File: config.mk
export PLATFORM = sky130hd
export DESIGN_NAME = arsc_ctrl
export DESIGN_NICKNAME = d
export VERILOG_FILES = /design/src/verilog/arsc_pkg.sv /design/src/verilog/arsc_ctrl.sv
export SDC_FILE = /design/constraint.sdc
export NUM_CORES = 1
export LEC_CHECK = 0
export BUFFER_PORTS_ARGS = -buffer_cell sky130_fd_sc_hd__buf_2
export CAP_MARGIN = 20
export CORE_ASPECT_RATIO = 1.1
export CORE_UTILIZATION = 40
export CTS_BUF_LIST = sky130_fd_sc_hd__clkbuf_16
export DETAILED_ROUTE_END_ITERATION = 12
export PLACE_DENSITY = 0.66
export SLEW_MARGIN = 10
export SYNTH_ARGS = -nofsm -noshare
export SYNTH_HDL_FRONTEND = slang
export SYNTH_SLANG_ARGS = --single-unit
export TNS_END_PERCENT = 100
File: constraint.sdc
create_clock -name sys_clk -period 3.9 [get_ports sys_clk]
set_input_delay 0.78 -clock sys_clk [delete_from_list [all_inputs] [get_ports sys_clk]]
set_output_delay 0.78 -clock sys_clk [all_outputs]
set_load 0.01 [all_outputs]
File: src/verilog/arsc_pkg.sv
package arsc_pkg;
  localparam int NUM_CH = 3;
  localparam int DATA_W = 24;
  localparam int MOD_W = 4;
  // Register byte addresses on the bus
  localparam logic [3:0] OFS_CONFIG0 = 4'h0;
  localparam logic [3:0] OFS_SECOND_CONFIGURATION_REGISTER = 4'h4;
  localparam logic [3:0] OFS_STATUS = 4'h8;
  localparam logic [3:0] OFS_MODOUT = 4'hc;
  // Field positions in CONFIG0 (soft reset bits)
  localparam int F_SRST_LSB = 0;
  // Field positions in SECOND_CONFIGURATION_REGISTER
  localparam int F_PDN_LSB = 0;
  localparam int F_EXTERNAL_REFERENCE_SELECT = 3;
  localparam int F_EXTERNAL_CLOCK_SELECT = 4;
  // Reset values
  localparam logic [2:0] RST_SRST = 3'h0;
  localparam logic [2:0] RST_PDN = 3'h0;
  localparam logic RST_EXTSEL = 1'b0;
  localparam logic [MOD_W-1:0] MOD_DEFAULT = 4'h3;
  localparam logic [2:0] ALL_CH = 3'h7;
  // Filter settling in sample periods and sample period in sys_clk cycles
  localparam int SETTLE_SAMPLES = 3;
  localparam int SAMPLE_CYCLES = 16;
  localparam int SAMP_CNT_W = 8;

  typedef struct packed {
    logic [2:0] soft_reset;
    logic [2:0] power_down;
    logic external_reference_select;
    logic external_clock_select;
  } arsc_cfg_t;

  typedef struct packed {
    logic core_clk_en;
    logic input_clk_en;
    logic full_shutdown;
    logic supply_mon_en;
    logic vref_int_en;
    logic spi_in_reset;
  } arsc_pwr_t;
endpackage : arsc_pkg

File: src/verilog/arsc_ctrl.sv
// Summary of operation
// - Soft reset bit forces channel output zero
// - Soft reset sets quantizer code to 0011
// - Valid codes right after filter settling
// - Per-channel soft reset, registers untouched
// - No data ready during soft reset
// - Keep phase, realign to running channel
// - Clock keeps running for other channels
// - All soft reset stops core clock
// - All soft reset keeps input clocked
// - Hard reset restores register defaults
// - Hard reset clears data, resets filters, codes to 0011
// - Serial interface held in hard reset
// - Power-up enables channel, ready after settling
// - Power-down only via config bits, independent
// - Powered-down channel zero data, no ready
// - Power-down exit keeps phase, resynchronises
// - All powered down stops all clocks
// - Full shutdown disables analog, monitors, clocks
// - Full shutdown keeps register contents
// - Serial interface alive in full shutdown
// - Any bit cleared leaves full shutdown
`timescale 1ns/1ns
module arsc_ctrl #(
  parameter int NCH = arsc_pkg::NUM_CH,
  parameter int DW = arsc_pkg::DATA_W,
  parameter int SETTLE = arsc_pkg::SETTLE_SAMPLES,
  parameter int PERIOD = arsc_pkg::SAMPLE_CYCLES
) (
  input wire logic sys_clk,
  input wire logic nrst,
  input wire logic clk_en,
  input wire logic reset_pin_n,
  input wire logic [3:0] avs_address,
  input wire logic avs_read,
  input wire logic avs_write,
  input wire logic [31:0] avs_writedata,
  input wire logic [3:0] avs_byteenable,
  output logic [31:0] avs_readdata,
  output logic avs_waitrequest,
  input wire logic [NCH*DW-1:0] conv_data,
  input wire logic [NCH*arsc_pkg::MOD_W-1:0] conv_mod,
  output logic [NCH*DW-1:0] out_data,
  output logic [NCH*arsc_pkg::MOD_W-1:0] modulator_output_register,
  output logic [NCH-1:0] data_ready,
  output logic [NCH-1:0] filter_reset,
  output arsc_pkg::arsc_pwr_t pwr
);
  import arsc_pkg::*;

  logic rst_s1;
  logic rst_s2;
  logic hard_rst;
  arsc_cfg_t cfg;
  logic [NCH-1:0] pdn_eff;
  logic [NCH-1:0] srst_eff;
  logic [NCH-1:0] active;
  logic [NCH-1:0] active_q;
  logic [SAMP_CNT_W-1:0] samp_cnt;
  logic samp_tick;
  logic [SAMP_CNT_W-1:0] settle_cnt [NCH];
  logic acc_pending;
  logic acc_done;
  logic [31:0] wr_merged;

  function automatic logic [31:0] lane_merge(input logic [31:0] old_v,
                                             input logic [31:0] new_v,
                                             input logic [3:0] be);
    logic [31:0] r;
    r = old_v;
    for (int i = 0; i < 4; i++) begin
      if (be[i]) begin
        r[i*8 +: 8] = new_v[i*8 +: 8];
      end
    end
    return r;
  endfunction : lane_merge

  assign wr_merged = lane_merge(32'h0, avs_writedata, avs_byteenable);

  // Pin synchroniser; reset pin acts as hard reset
  always_ff @(posedge sys_clk or negedge nrst) begin
    if (!nrst) begin
      rst_s1 <= 1'b0;
      rst_s2 <= 1'b0;
    end else if (clk_en) begin
      rst_s1 <= reset_pin_n;
      rst_s2 <= rst_s1;
    end
  end
  assign hard_rst = !rst_s2;

  // Power-down dominates soft reset on the same channel
  assign pdn_eff = cfg.power_down;
  assign srst_eff = cfg.soft_reset & ~cfg.power_down;
  assign active = ~(pdn_eff | srst_eff);

  // Config registers: only bus writes change them, hard reset restores defaults
  always_ff @(posedge sys_clk or negedge nrst) begin
    if (!nrst) begin
      cfg.soft_reset <= RST_SRST;
      cfg.power_down <= RST_PDN;
      cfg.external_reference_select <= RST_EXTSEL;
      cfg.external_clock_select <= RST_EXTSEL;
    end else if (clk_en) begin
      if (hard_rst) begin
        cfg.soft_reset <= RST_SRST;
        cfg.power_down <= RST_PDN;
        cfg.external_reference_select <= RST_EXTSEL;
        cfg.external_clock_select <= RST_EXTSEL;
      end else if (acc_done && avs_write) begin
        // Mode bits enter only by writes; modes never write back
        case (avs_address)
          OFS_CONFIG0: begin
            cfg.soft_reset <= wr_merged[F_SRST_LSB +: 3];
          end
          OFS_SECOND_CONFIGURATION_REGISTER: begin
            cfg.power_down <= avs_writedata[F_PDN_LSB +: 3];
            cfg.external_reference_select <= avs_writedata[F_EXTERNAL_REFERENCE_SELECT];
            cfg.external_clock_select <= avs_writedata[F_EXTERNAL_CLOCK_SELECT];
          end
          default: begin
          end
        endcase
      end
    end
  end

  // Bus slave: one wait cycle, then answer; refused entirely in hard reset
  always_ff @(posedge sys_clk or negedge nrst) begin
    if (!nrst) begin
      acc_pending <= 1'b0;
    end else if (clk_en) begin
      if (hard_rst) begin
        acc_pending <= 1'b0;
      end else if (acc_done) begin
        acc_pending <= 1'b0;
      end else if (avs_read || avs_write) begin
        acc_pending <= 1'b1;
      end
    end
  end
  assign acc_done = acc_pending && (avs_read || avs_write) && !hard_rst && clk_en;

  always_ff @(posedge sys_clk or negedge nrst) begin
    if (!nrst) begin
      avs_waitrequest <= 1'b1;
    end else if (clk_en) begin
      avs_waitrequest <= !((avs_read || avs_write) && !acc_pending && !hard_rst);
    end
  end

  always_ff @(posedge sys_clk or negedge nrst) begin
    if (!nrst) begin
      avs_readdata <= 32'h0;
    end else if (clk_en) begin
      if (avs_read && !acc_pending) begin
        case (avs_address)
          OFS_CONFIG0: avs_readdata <= {29'h0, cfg.soft_reset};
          OFS_SECOND_CONFIGURATION_REGISTER: avs_readdata <= {27'h0, cfg.external_clock_select,
                                        cfg.external_reference_select, cfg.power_down};
          OFS_STATUS: avs_readdata <= {26'h0, pwr};
          OFS_MODOUT: avs_readdata <= {20'h0, modulator_output_register};
          default: avs_readdata <= 32'h0;
        endcase
      end
    end
  end

  // Free-running sample timebase; never stops for a single channel
  always_ff @(posedge sys_clk or negedge nrst) begin
    if (!nrst) begin
      samp_cnt <= '0;
    end else if (clk_en) begin
      if (hard_rst || samp_tick) begin
        samp_cnt <= '0;
      end else if (pwr.core_clk_en) begin
        samp_cnt <= samp_cnt + 1'b1;
      end
    end
  end
  assign samp_tick = pwr.core_clk_en && (samp_cnt == SAMP_CNT_W'(PERIOD - 1));

  always_ff @(posedge sys_clk or negedge nrst) begin
    if (!nrst) begin
      active_q <= '0;
    end else if (clk_en) begin
      active_q <= hard_rst ? '0 : active;
    end
  end

  for (genvar c = 0; c < NCH; c++) begin : g_ch
    // Settling count restarts on exit; ready aligned to the shared sample tick
    always_ff @(posedge sys_clk or negedge nrst) begin
      if (!nrst) begin
        settle_cnt[c] <= '0;
      end else if (clk_en) begin
        if (hard_rst || !active[c]) begin
          settle_cnt[c] <= SAMP_CNT_W'(SETTLE);
        end else if (samp_tick && settle_cnt[c] != '0) begin
          settle_cnt[c] <= settle_cnt[c] - 1'b1;
        end
      end
    end

    always_ff @(posedge sys_clk or negedge nrst) begin
      if (!nrst) begin
        data_ready[c] <= 1'b0;
      end else if (clk_en) begin
        // Phase kept: shared tick is the realignment reference
        data_ready[c] <= !hard_rst && active[c] && samp_tick
                         && settle_cnt[c] == '0;
      end
    end

    always_ff @(posedge sys_clk or negedge nrst) begin
      if (!nrst) begin
        out_data[c*DW +: DW] <= '0;
      end else if (clk_en) begin
        if (hard_rst || !active[c]) begin
          out_data[c*DW +: DW] <= '0;
        end else if (samp_tick && settle_cnt[c] == '0) begin
          out_data[c*DW +: DW] <= conv_data[c*DW +: DW];
        end
      end
    end

    always_ff @(posedge sys_clk or negedge nrst) begin
      if (!nrst) begin
        modulator_output_register[c*MOD_W +: MOD_W] <= MOD_DEFAULT;
      end else if (clk_en) begin
        if (hard_rst || srst_eff[c]) begin
          modulator_output_register[c*MOD_W +: MOD_W] <= MOD_DEFAULT;
        end else if (!pdn_eff[c]) begin
          modulator_output_register[c*MOD_W +: MOD_W] <= conv_mod[c*MOD_W +: MOD_W];
        end
      end
    end

    always_ff @(posedge sys_clk or negedge nrst) begin
      if (!nrst) begin
        filter_reset[c] <= 1'b1;
      end else if (clk_en) begin
        filter_reset[c] <= hard_rst || !active[c];
      end
    end
  end

  // Clock gating and power control, registered
  always_ff @(posedge sys_clk or negedge nrst) begin
    if (!nrst) begin
      pwr <= '0;
    end else if (clk_en) begin
      pwr.core_clk_en <= !hard_rst && (active != '0);
      pwr.input_clk_en <= hard_rst || (pdn_eff != ALL_CH);
      pwr.full_shutdown <= !hard_rst && cfg.power_down == ALL_CH
                           && cfg.external_reference_select
                           && cfg.external_clock_select;
      pwr.supply_mon_en <= hard_rst || !(cfg.power_down == ALL_CH
                           && cfg.external_reference_select
                           && cfg.external_clock_select);
      pwr.vref_int_en <= !hard_rst && !cfg.external_reference_select;
      pwr.spi_in_reset <= hard_rst;
    end
  end

  AST_NO_READY_INACTIVE: assert property (@(posedge sys_clk) disable iff (!nrst)
    clk_en && !active[0] |=> !data_ready[0])
    else $error("data ready while channel inactive");
  AST_ZERO_PDN: assert property (@(posedge sys_clk) disable iff (!nrst)
    clk_en && pdn_eff[1] |=> out_data[DW +: DW] == '0)
    else $error("powered-down output not zero");
  AST_MOD_DEFAULT: assert property (@(posedge sys_clk) disable iff (!nrst)
    clk_en && srst_eff[0] |=> modulator_output_register[0 +: MOD_W] == MOD_DEFAULT)
    else $error("soft reset code wrong");
  AST_CORE_CLK_OFF: assert property (@(posedge sys_clk) disable iff (!nrst)
    clk_en && active == '0 |=> !pwr.core_clk_en)
    else $error("core clock runs with all channels idle");
  AST_INPUT_CLK_SRST: assert property (@(posedge sys_clk) disable iff (!nrst)
    clk_en && srst_eff == ALL_CH |=> pwr.input_clk_en)
    else $error("input clock stopped in soft reset");
  AST_FULL_SD: assert property (@(posedge sys_clk) disable iff (!nrst)
    clk_en && !hard_rst && cfg.power_down == ALL_CH && cfg.external_reference_select
    && cfg.external_clock_select |=> pwr.full_shutdown && !pwr.supply_mon_en)
    else $error("full shutdown not entered");
  AST_SPI_HELD: assert property (@(posedge sys_clk) disable iff (!nrst)
    clk_en && hard_rst |=> avs_waitrequest && pwr.spi_in_reset)
    else $error("bus answered in hard reset");
  AST_CFG_DEFAULT: assert property (@(posedge sys_clk) disable iff (!nrst)
    clk_en && hard_rst |=> cfg.soft_reset == RST_SRST && cfg.power_down == RST_PDN)
    else $error("config not defaulted by hard reset");
  AST_SETTLE: assert property (@(posedge sys_clk) disable iff (!nrst)
    clk_en && $rose(active[2]) |-> settle_cnt[2] == SAMP_CNT_W'(SETTLE))
    else $error("settling not restarted");

  // Per-channel quieting and zeroing
  AST_NO_READY_CH1: assert property (@(posedge sys_clk) disable iff (!nrst)
    clk_en && !active[1] |=> !data_ready[1])
    else $error("data ready on idle channel one");
  AST_NO_READY_CH2: assert property (@(posedge sys_clk) disable iff (!nrst)
    clk_en && !active[2] |=> !data_ready[2])
    else $error("data ready on idle channel two");
  AST_ZERO_PDN0: assert property (@(posedge sys_clk) disable iff (!nrst)
    clk_en && pdn_eff[0] |=> out_data[0 +: DW] == '0)
    else $error("powered-down output zero not zero");
  AST_ZERO_PDN2: assert property (@(posedge sys_clk) disable iff (!nrst)
    clk_en && pdn_eff[2] |=> out_data[2*DW +: DW] == '0)
    else $error("powered-down output two not zero");
  AST_ZERO_SRST0: assert property (@(posedge sys_clk) disable iff (!nrst)
    clk_en && srst_eff[0] |=> out_data[0 +: DW] == '0)
    else $error("soft reset output zero not zero");
  AST_ZERO_SRST1: assert property (@(posedge sys_clk) disable iff (!nrst)
    clk_en && srst_eff[1] |=> out_data[DW +: DW] == '0)
    else $error("soft reset output one not zero");
  AST_MOD_DEFAULT1: assert property (@(posedge sys_clk) disable iff (!nrst)
    clk_en && srst_eff[1] |=> modulator_output_register[MOD_W +: MOD_W] == MOD_DEFAULT)
    else $error("soft reset code wrong on channel one");
  AST_MOD_DEFAULT2: assert property (@(posedge sys_clk) disable iff (!nrst)
    clk_en && srst_eff[2] |=> modulator_output_register[2*MOD_W +: MOD_W] == MOD_DEFAULT)
    else $error("soft reset code wrong on channel two");
  AST_PDN_WINS: assert property (@(posedge sys_clk) disable iff (!nrst)
    clk_en && cfg.power_down[0] && cfg.soft_reset[0] |=> !data_ready[0]
    && out_data[0 +: DW] == '0)
    else $error("soft reset overrode power-down");

  // Clock distribution and shutdown
  AST_CORE_CLK_ON: assert property (@(posedge sys_clk) disable iff (!nrst)
    clk_en && !hard_rst && active != '0 |=> pwr.core_clk_en)
    else $error("core clock not restored");
  AST_INPUT_CLK_OFF: assert property (@(posedge sys_clk) disable iff (!nrst)
    clk_en && !hard_rst && pdn_eff == ALL_CH |=> !pwr.input_clk_en)
    else $error("input clock runs with all powered down");
  AST_INPUT_CLK_ON: assert property (@(posedge sys_clk) disable iff (!nrst)
    clk_en && pdn_eff != ALL_CH |=> pwr.input_clk_en)
    else $error("input clock not restored");
  AST_SD_EXIT: assert property (@(posedge sys_clk) disable iff (!nrst)
    clk_en && !hard_rst && (cfg.power_down != ALL_CH || !cfg.external_reference_select
    || !cfg.external_clock_select) |=> !pwr.full_shutdown && pwr.supply_mon_en)
    else $error("full shutdown not left");
  AST_VREF_OFF: assert property (@(posedge sys_clk) disable iff (!nrst)
    clk_en && cfg.external_reference_select |=> !pwr.vref_int_en)
    else $error("internal reference left on");
  AST_SD_CLOCKS: assert property (@(posedge sys_clk) disable iff (!nrst)
    clk_en && pwr.full_shutdown |-> !pwr.core_clk_en && !pwr.input_clk_en)
    else $error("clock runs in full shutdown");

  // Hard reset effects
  AST_FILTER_RST: assert property (@(posedge sys_clk) disable iff (!nrst)
    clk_en && hard_rst |=> filter_reset == '1)
    else $error("filters not reset");
  AST_DATA_CLEAR: assert property (@(posedge sys_clk) disable iff (!nrst)
    clk_en && hard_rst |=> out_data == '0 && data_ready == '0)
    else $error("data not cleared in hard reset");
  AST_MOD_HARD: assert property (@(posedge sys_clk) disable iff (!nrst)
    clk_en && hard_rst |=> modulator_output_register == {NCH{MOD_DEFAULT}})
    else $error("codes not defaulted in hard reset");
  AST_CFG_EXT_DEFAULT: assert property (@(posedge sys_clk) disable iff (!nrst)
    clk_en && hard_rst |=> !cfg.external_reference_select && !cfg.external_clock_select)
    else $error("select bits not defaulted");

  // Bus and register retention
  AST_BUS_ANSWER: assert property (@(posedge sys_clk) disable iff (!nrst)
    clk_en && !hard_rst && avs_read && !acc_pending |=> !avs_waitrequest)
    else $error("bus not answered");
  AST_WAIT_ONE: assert property (@(posedge sys_clk) disable iff (!nrst)
    clk_en && !avs_waitrequest |=> avs_waitrequest)
    else $error("answer held longer than one cycle");
  AST_SPI_FREE: assert property (@(posedge sys_clk) disable iff (!nrst)
    clk_en && !hard_rst |=> !pwr.spi_in_reset)
    else $error("serial interface held without hard reset");
  AST_CFG_KEEP: assert property (@(posedge sys_clk) disable iff (!nrst)
    clk_en && !hard_rst && !(acc_done && avs_write) |=> $stable(cfg))
    else $error("config changed without a write");

  // Settling and alignment
  AST_SETTLE0: assert property (@(posedge sys_clk) disable iff (!nrst)
    clk_en && $rose(active[0]) |-> settle_cnt[0] == SAMP_CNT_W'(SETTLE))
    else $error("settling not restarted on channel zero");
  AST_READY_SETTLED: assert property (@(posedge sys_clk) disable iff (!nrst)
    clk_en && settle_cnt[1] != '0 |=> !data_ready[1])
    else $error("data ready before settling");
  AST_READY_TICK: assert property (@(posedge sys_clk) disable iff (!nrst)
    clk_en && !samp_tick |=> data_ready == '0)
    else $error("data ready off the shared tick");
  AST_PHASE_KEEP: assert property (@(posedge sys_clk) disable iff (!nrst)
    clk_en && !hard_rst && samp_tick && active[1:0] == 2'b11 && settle_cnt[0] == '0
    && settle_cnt[1] == '0 |=> data_ready[0] && data_ready[1])
    else $error("settled channels not aligned");
  AST_MOD_PASS: assert property (@(posedge sys_clk) disable iff (!nrst)
    clk_en && !hard_rst && active[0] |=>
    modulator_output_register[0 +: MOD_W] == $past(conv_mod[0 +: MOD_W]))
    else $error("quantizer code not passed through");
endmodule : arsc_ctrl

==> results of run 1 <==
==> routing by layer <==
| metal | up-vias | wire length (um) | GRT usage [%] |
|---|---|---|---|
| li1 | 2584 | - | - |
| met1 | 2727 | 7890 | 26.8 |
| met2 | 236 | 7850 | 31.5 |
| met3 | 17 | 1030 | 4.80 |
| met4 | 0 | 226 | 6.47 |
| met5 | - | 0 | 0 |
==> sequential cells by signal (all words and copies together) (netlist names), 5 cells and up <==
name	flops
out_data	72
settle_cnt	24
avs_readdata	12
modulator_output_register	12
samp_cnt	8
pwr	6
cfg	5
==> worst reg2reg max path, stage by stage (launching register included) <==
cell      delay (ns)
dfrtp_1         0.50
nor3b_1         0.62
nand2b_1        0.29
o31a_1          0.82
a22o_1          0.30
==> final timing paths <==
| path | start | endpoint | cells after the start |
|---|---|---|---|
| worst min-delay path | nrst | out_data[70]$_DFFE_PN0P_ | 1 |
| worst min register to register | data_ready[1]$_DFFE_PN0P_ | data_ready[1]$_DFFE_PN0P_ | 1 |
| min in group sys_clk | data_ready[1]$_DFFE_PN0P_ | data_ready[1]$_DFFE_PN0P_ | 1 |
| worst max-delay path | pdn_eff[1]$_DFFE_PN0P_ | out_data[45]$_DFFE_PN0P_ | 4 |
| max in group asynchronous | nrst | out_data[2]$_DFFE_PN0P_ | 2 |
| worst max register to register | pdn_eff[1]$_DFFE_PN0P_ | out_data[45]$_DFFE_PN0P_ | 4 |
==> final cells by class <==
class,instances,share of cell area (%)
Sequential cell,152,44.7
Multi-Input combinational cell,382,31.2
Timing Repair Buffer,223,13.7
Clock buffer,17,4.98
Tap cell,204,2.99
Clock inverter,15,1.76
Inverter,17,0.747
==> stage by stage <==
step / utilization, % / power, mW / cells
after floorplan: - / 1.88 / 605
after global placement: 48.5 / 2.04 / 978
after detailed placement: 48.5 / 2.05 / 978
after CTS: 52.0 / 3.69 / 1010
after global routing: 52.0 / 3.80 / 1010
final: 52.0 / 3.65 / 1010
==> cell families (layout without fill, tap and decap cells) <==
family          count (synthesis)  count (layout)
buf+inv                        71             272
simple gates                  146             146
mux                            14              14
other cells                     1              20
compound gates                191             191
fa+ha+maj                       7               7
flops                         152             152
xor+xnor                        4               4
==> cell usage after synthesis (3+ instances only) <==
library cell and count:
nor2_1 27, xnor2_1 4, nand3_1 9, nand4_1 6, a21o_1 9, nand2b_1 4, buf_1 4, o211ai_1 3
dfstp_2 10, nor4_1 10, a21oi_1 28, o2bb2ai_1 11, a32oi_1 3, o31a_1 3, or2_2 3, a31o_2 3
nor3b_1 3, a31oi_1 3, o21ai_0 13, dfrtp_1 142, buf_2 7, or3_1 8, clkbuf_1 21, o22ai_1 5
a32o_1 4, or4_1 7, mux2i_1 9, nor3_1 10, o31ai_1 4, buf_4 20, a22o_1 85, ha_1 7
o41ai_1 3, inv_1 17, mux4_2 3, nor2b_1 7, nand2_1 35
==> report_power, final <==
group          switching, mW  total, mW  leakage, nW  internal, mW
logic                  0.207      0.337         2.09         0.131
clock network          0.643       1.63        0.294         0.989
registers             0.0487       1.68         2.03          1.63
==> flow_metrics.tcl, run 1 <==
set metrics [dict create \
    crit_chain "nor3b_1, nand2b_1, o31a_1, a22o_1" \
    cpPeakStageDelay_ns 0.82 \
    status "finished, final reports clean" \
    layout_common_cells "buf_2, dfrtp_1, a22o_1" \
    critical-path-top-delay-family "compound AO/OA/AOI/OAI gates" \
    clock_latency_ns 0.43 \
    htreeDepth 4 \
    antenna_found_initial 0 \
    fin_ws_ns 1.31 \
    synth_mux_area_share_pct 2.66 \
    synthAdderAreaFrac_pct 1.29 \
    vias 5564 \
    core_area_um2 16400 \
    synthXorXnorAreaFrac_pct 0.518 \
    path_clk_slew_ns 0.06 \
    critPathKind "reg2reg" \
    ctsResizeCount 0 \
    grt_pass1_vias 5533 \
    post-place-ws_ns 1.31 \
    num-fill-cells 1485 \
    hpwlAfterDp_mm 11.9 \
    yosys_warnings 0 \
    clock_path_buffers 2 \
    layout-area-overhead-vs-synth_pct 26.3 \
    yosysTopAreaCellShare_pct 52.5 \
    worstSetupStartpointType "flop" \
    avgRoutedWirePerCell_um 16.8 \
    synth_cell_types 63 \
    finalHoldViolations 0 \
    die-area_um2 17400 \
    syn_avg_cell_area_um2 11.5 \
    drtAntennaViolNets 0 \
    dpl-instance-area_um2 7970 \
    drv_slew 0 \
    place.gp.congestion 0.857 \
    maxCapViolations 0 \
    critPathBufInv 0 \
    irDropWorstVdd_mv 0.281 \
    min_path_type "in2async" \
    final_nets 930 \
    viasPerCell 5.51 \
    initial_core_util_pct 41.2 \
    leakagePower_nw 4.41 \
    layout-drive-gt1-share_pct 34.5 \
    async_flop_share_pct 100 \
    fp-row-count 49 \
    area.sequential_um2 3820 \
    portBuffers 208 \
    fin_crit_sh_pct 66.4 \
    final_common_cell "buf_2" \
    cp_max_fo 24 \
    synth_area_um2 6770 \
    synth_top_family_by_area "compound AO/OA/AOI/OAI gates" \
    grt.total_usage_pct 19.9 \
    synthSimpleGateAreaFrac_pct 11.9 \
    synth-compound-area-share_pct 21.8 \
    synth_edf_count 0 \
    drtIter0Drc 433 \
    fin_area_um2 8550 \
    ios 259 \
    cts_setup_buffers 0 \
    synth_seq_cells 152 \
    grt.overflow.total 0 \
    cts_made_buffers 17 \
    min_period_ns 2.59 \
    synth_area_leaders "dfrtp_1, a22o_1, dfstp_2, buf_4, a21oi_1" \
    critPathCaptureType "flop" \
    setup_viol 0 \
    die_x_um 126 \
    fmax_mhz 386 \
    critPathSlowestCell "o31a_1" \
    grt_pass1_wl_mm 27.6 \
    grt_max_degree 58 \
    slew_headroom_pct 31.2 \
    rsz0062_at_grt "false" \
    die_h_um 138 \
    p_per_area_nw_per_um2 427 \
    clock_sinks 152 \
    ys.flop_type "dfrtp_1" \
    ys_seq_area_share_pct 56.4 \
    cts_tree "yes" \
    cts_root_buf "clkbuf_16" \
    diodes 0 \
    tightest_slew_ns 1.03 \
    multi_input_area_um2 2660 \
    yosysTopAreaCell "dfrtp_1" \
    holdWs_ns 0.291 \
    syn_inst 586 \
    hold_buffers 0 \
    finClkSkew_ns 0.0126 \
    wl_mm 17.0 \
    critPathArrivalTime_ns 2.94 \
    dr.pass1.iters 5 \
    rrSetupSlack_ns 1.31 \
    drc 0 \
    setup_tns_ns 0 \
    required_ns 4.25 \
]
Note: power is estimated with default switching activity, not from simulation.
==> run 2, diff against run 1 <==
- clock period: 3.9 -> 2.41 ns (I/O delays scaled with it)
==> flow_metrics.tcl, run 2 (synthesis gave the netlist of run 1 again) <==
set metrics [dict create \
    status "finished, final reports clean" \
    maxCapViolations 0 \
    cp_max_fo 24 \
    drc 0 \
    holdWs_ns 0.272 \
    ios 259 \
    slew_headroom_pct 57.4 \
    critPathSlowestCell "o31a_2" \
    core_area_um2 16400 \
    layout-drive-gt1-share_pct 36.0 \
    cts_root_buf "clkbuf_16" \
    fin_area_um2 8650 \
    leakagePower_nw 4.47 \
    top_regs "out_data: 72 flops, settle_cnt: 24 flops" \
    irDropWorstVdd_mv 0.506 \
    diodes 0 \
    portBuffers 208 \
    htreeDepth 4 \
    grt_pass1_wl_mm 28.2 \
    min_period_ns 2.21 \
    drv_slew 0 \
    grt.total_usage_pct 20.2 \
    grt_pass1_vias 5518 \
    tightest_slew_ns 0.637 \
    path_clk_slew_ns 0.06 \
    fmax_mhz 453 \
    dr.pass1.iters 4 \
    clock_latency_ns 0.42 \
    post-place-cells 993 \
    layout-area-overhead-vs-synth_pct 27.8 \
    final_nets 946 \
    fin_crit_sh_pct 91.6 \
    critPathArrivalTime_ns 2.51 \
    cpPeakStageDelay_ns 0.52 \
    top_register "out_data" \
    largest_register_ffs 72 \
    place.gp.congestion 0.863 \
    layout.cells.non_filler 1026 \
    dpl-instance-area_um2 8080 \
    layout_common_cells "buf_2, dfrtp_1, a22o_1" \
    antenna_found_initial 0 \
    clock_sinks 152 \
    crit_chain "or3_1, or3_4, o31a_2, a22o_1" \
    finClkSkew_ns 0.00708 \
    die_h_um 138 \
    cts_setup_buffers 0 \
    fp-row-count 49 \
    setup_viol 0 \
    hpwlAfterDp_mm 12.3 \
    wl_mm 17.1 \
    num-fill-cells 1443 \
    avgRoutedWirePerCell_um 16.6 \
    p_per_area_nw_per_um2 664 \
    min_path_type "in2reg" \
    die_x_um 126 \
    clock_path_buffers 2 \
    fin_ws_ns 0.203 \
    critPathCaptureType "flop" \
    cts_made_buffers 17 \
    required_ns 2.71 \
    worstSetupStartpointType "flop" \
    drtIter0Drc 423 \
    finalHoldViolations 0 \
    critPathBufInv 0 \
    vias 5560 \
    final_common_cell "buf_2" \
    drtAntennaViolNets 0 \
    rsz0062_at_grt "false" \
    critPathKind "reg2reg" \
    critical-path-top-delay-family "simple AND/OR/NAND/NOR gates" \
    grt.overflow.total 0 \
    initial_core_util_pct 41.2 \
    viasPerCell 5.42 \
    grt_max_degree 47 \
    cts_tree "yes" \
    die-area_um2 17400 \
    post-place-ws_ns -0.0141 \
]
-- run 2: report_power, final --
| part | switching, mW | internal, mW | total, mW | leakage, nW |
|---|---|---|---|---|
| Clock | 1.04 | 1.40 | 2.45 | 0.270 |
| Combinational | 0.346 | 0.234 | 0.580 | 2.17 |
| Sequential | 0.0703 | 2.64 | 2.71 | 2.03 |
| Total | 1.46 | 4.28 | 5.74 | 4.47 |
-- run 2: worst reg2reg max path, delay by kind of cell (launching register included) --
family | cells | cell delay [ns]
and+or+nand+nor | 2 | 0.85
AOI/OAI and AO/OA | 2 | 0.84
DFF | 1 | 0.40
-- run 2: area by class of cell --
class	instances	area [um2]	share of cell area, %
Clock inverter	15	113	1.30
Sequential cell	152	3820	44.1
Multi-Input combinational cell	382	2680	31.0
Inverter	17	63.8	0.738
Timing Repair Buffer	239	1290	15.0
Tap cell	204	255	2.95
Clock buffer	17	425	4.92
-- run 2: layer usage --
| metal | track usage (%) | up-vias | wire [um] |
|---|---|---|---|
| met4 | 7.42 | 0 | 217 |
| met2 | 31.2 | 238 | 7980 |
| li1 | - | 2629 | - |
| met5 | 0 | - | 0 |
| met1 | 28.0 | 2677 | 7880 |
| met3 | 4.18 | 16 | 971 |
-- run 2: worst paths after layout --
check,from,endpoint,slack [ns],cells after the start
setup / recovery,settle_cnt[12]$_DFFE_PN0P_,out_data[34]$_DFFE_PN0P_,0.20,4
hold / removal,conv_mod[8],modulator_output_register[8]$_DFFE_PN1P_,0.27,3
setup reg to reg,settle_cnt[12]$_DFFE_PN0P_,out_data[34]$_DFFE_PN0P_,0.20,4
hold reg to reg,data_ready[1]$_DFFE_PN0P_,data_ready[1]$_DFFE_PN0P_,0.48,1
max in group asynchronous,nrst,out_data[2]$_DFFE_PN0P_,1.09,3
min in group asynchronous,nrst,out_data[48]$_DFFE_PN0P_,0.55,2
-- run 2: what timing repair did --
item	in CTS	in global routing
setup endpoints to repair	2	48
gates resized for setup	2	2
endpoints found under the hold margin	11	0
cloned	0	0
hold buffers	1	0
-- run 2: metrics by stage --
step	setup TNS, ns	util, %	total power, mW
finish	0	52.6	5.74
global route	0	52.6	6.00
CTS	0	52.6	5.82
detailed placement	-0.127	49.2	3.34
global placement	0	49.2	3.32
floorplan	0	-	3.05
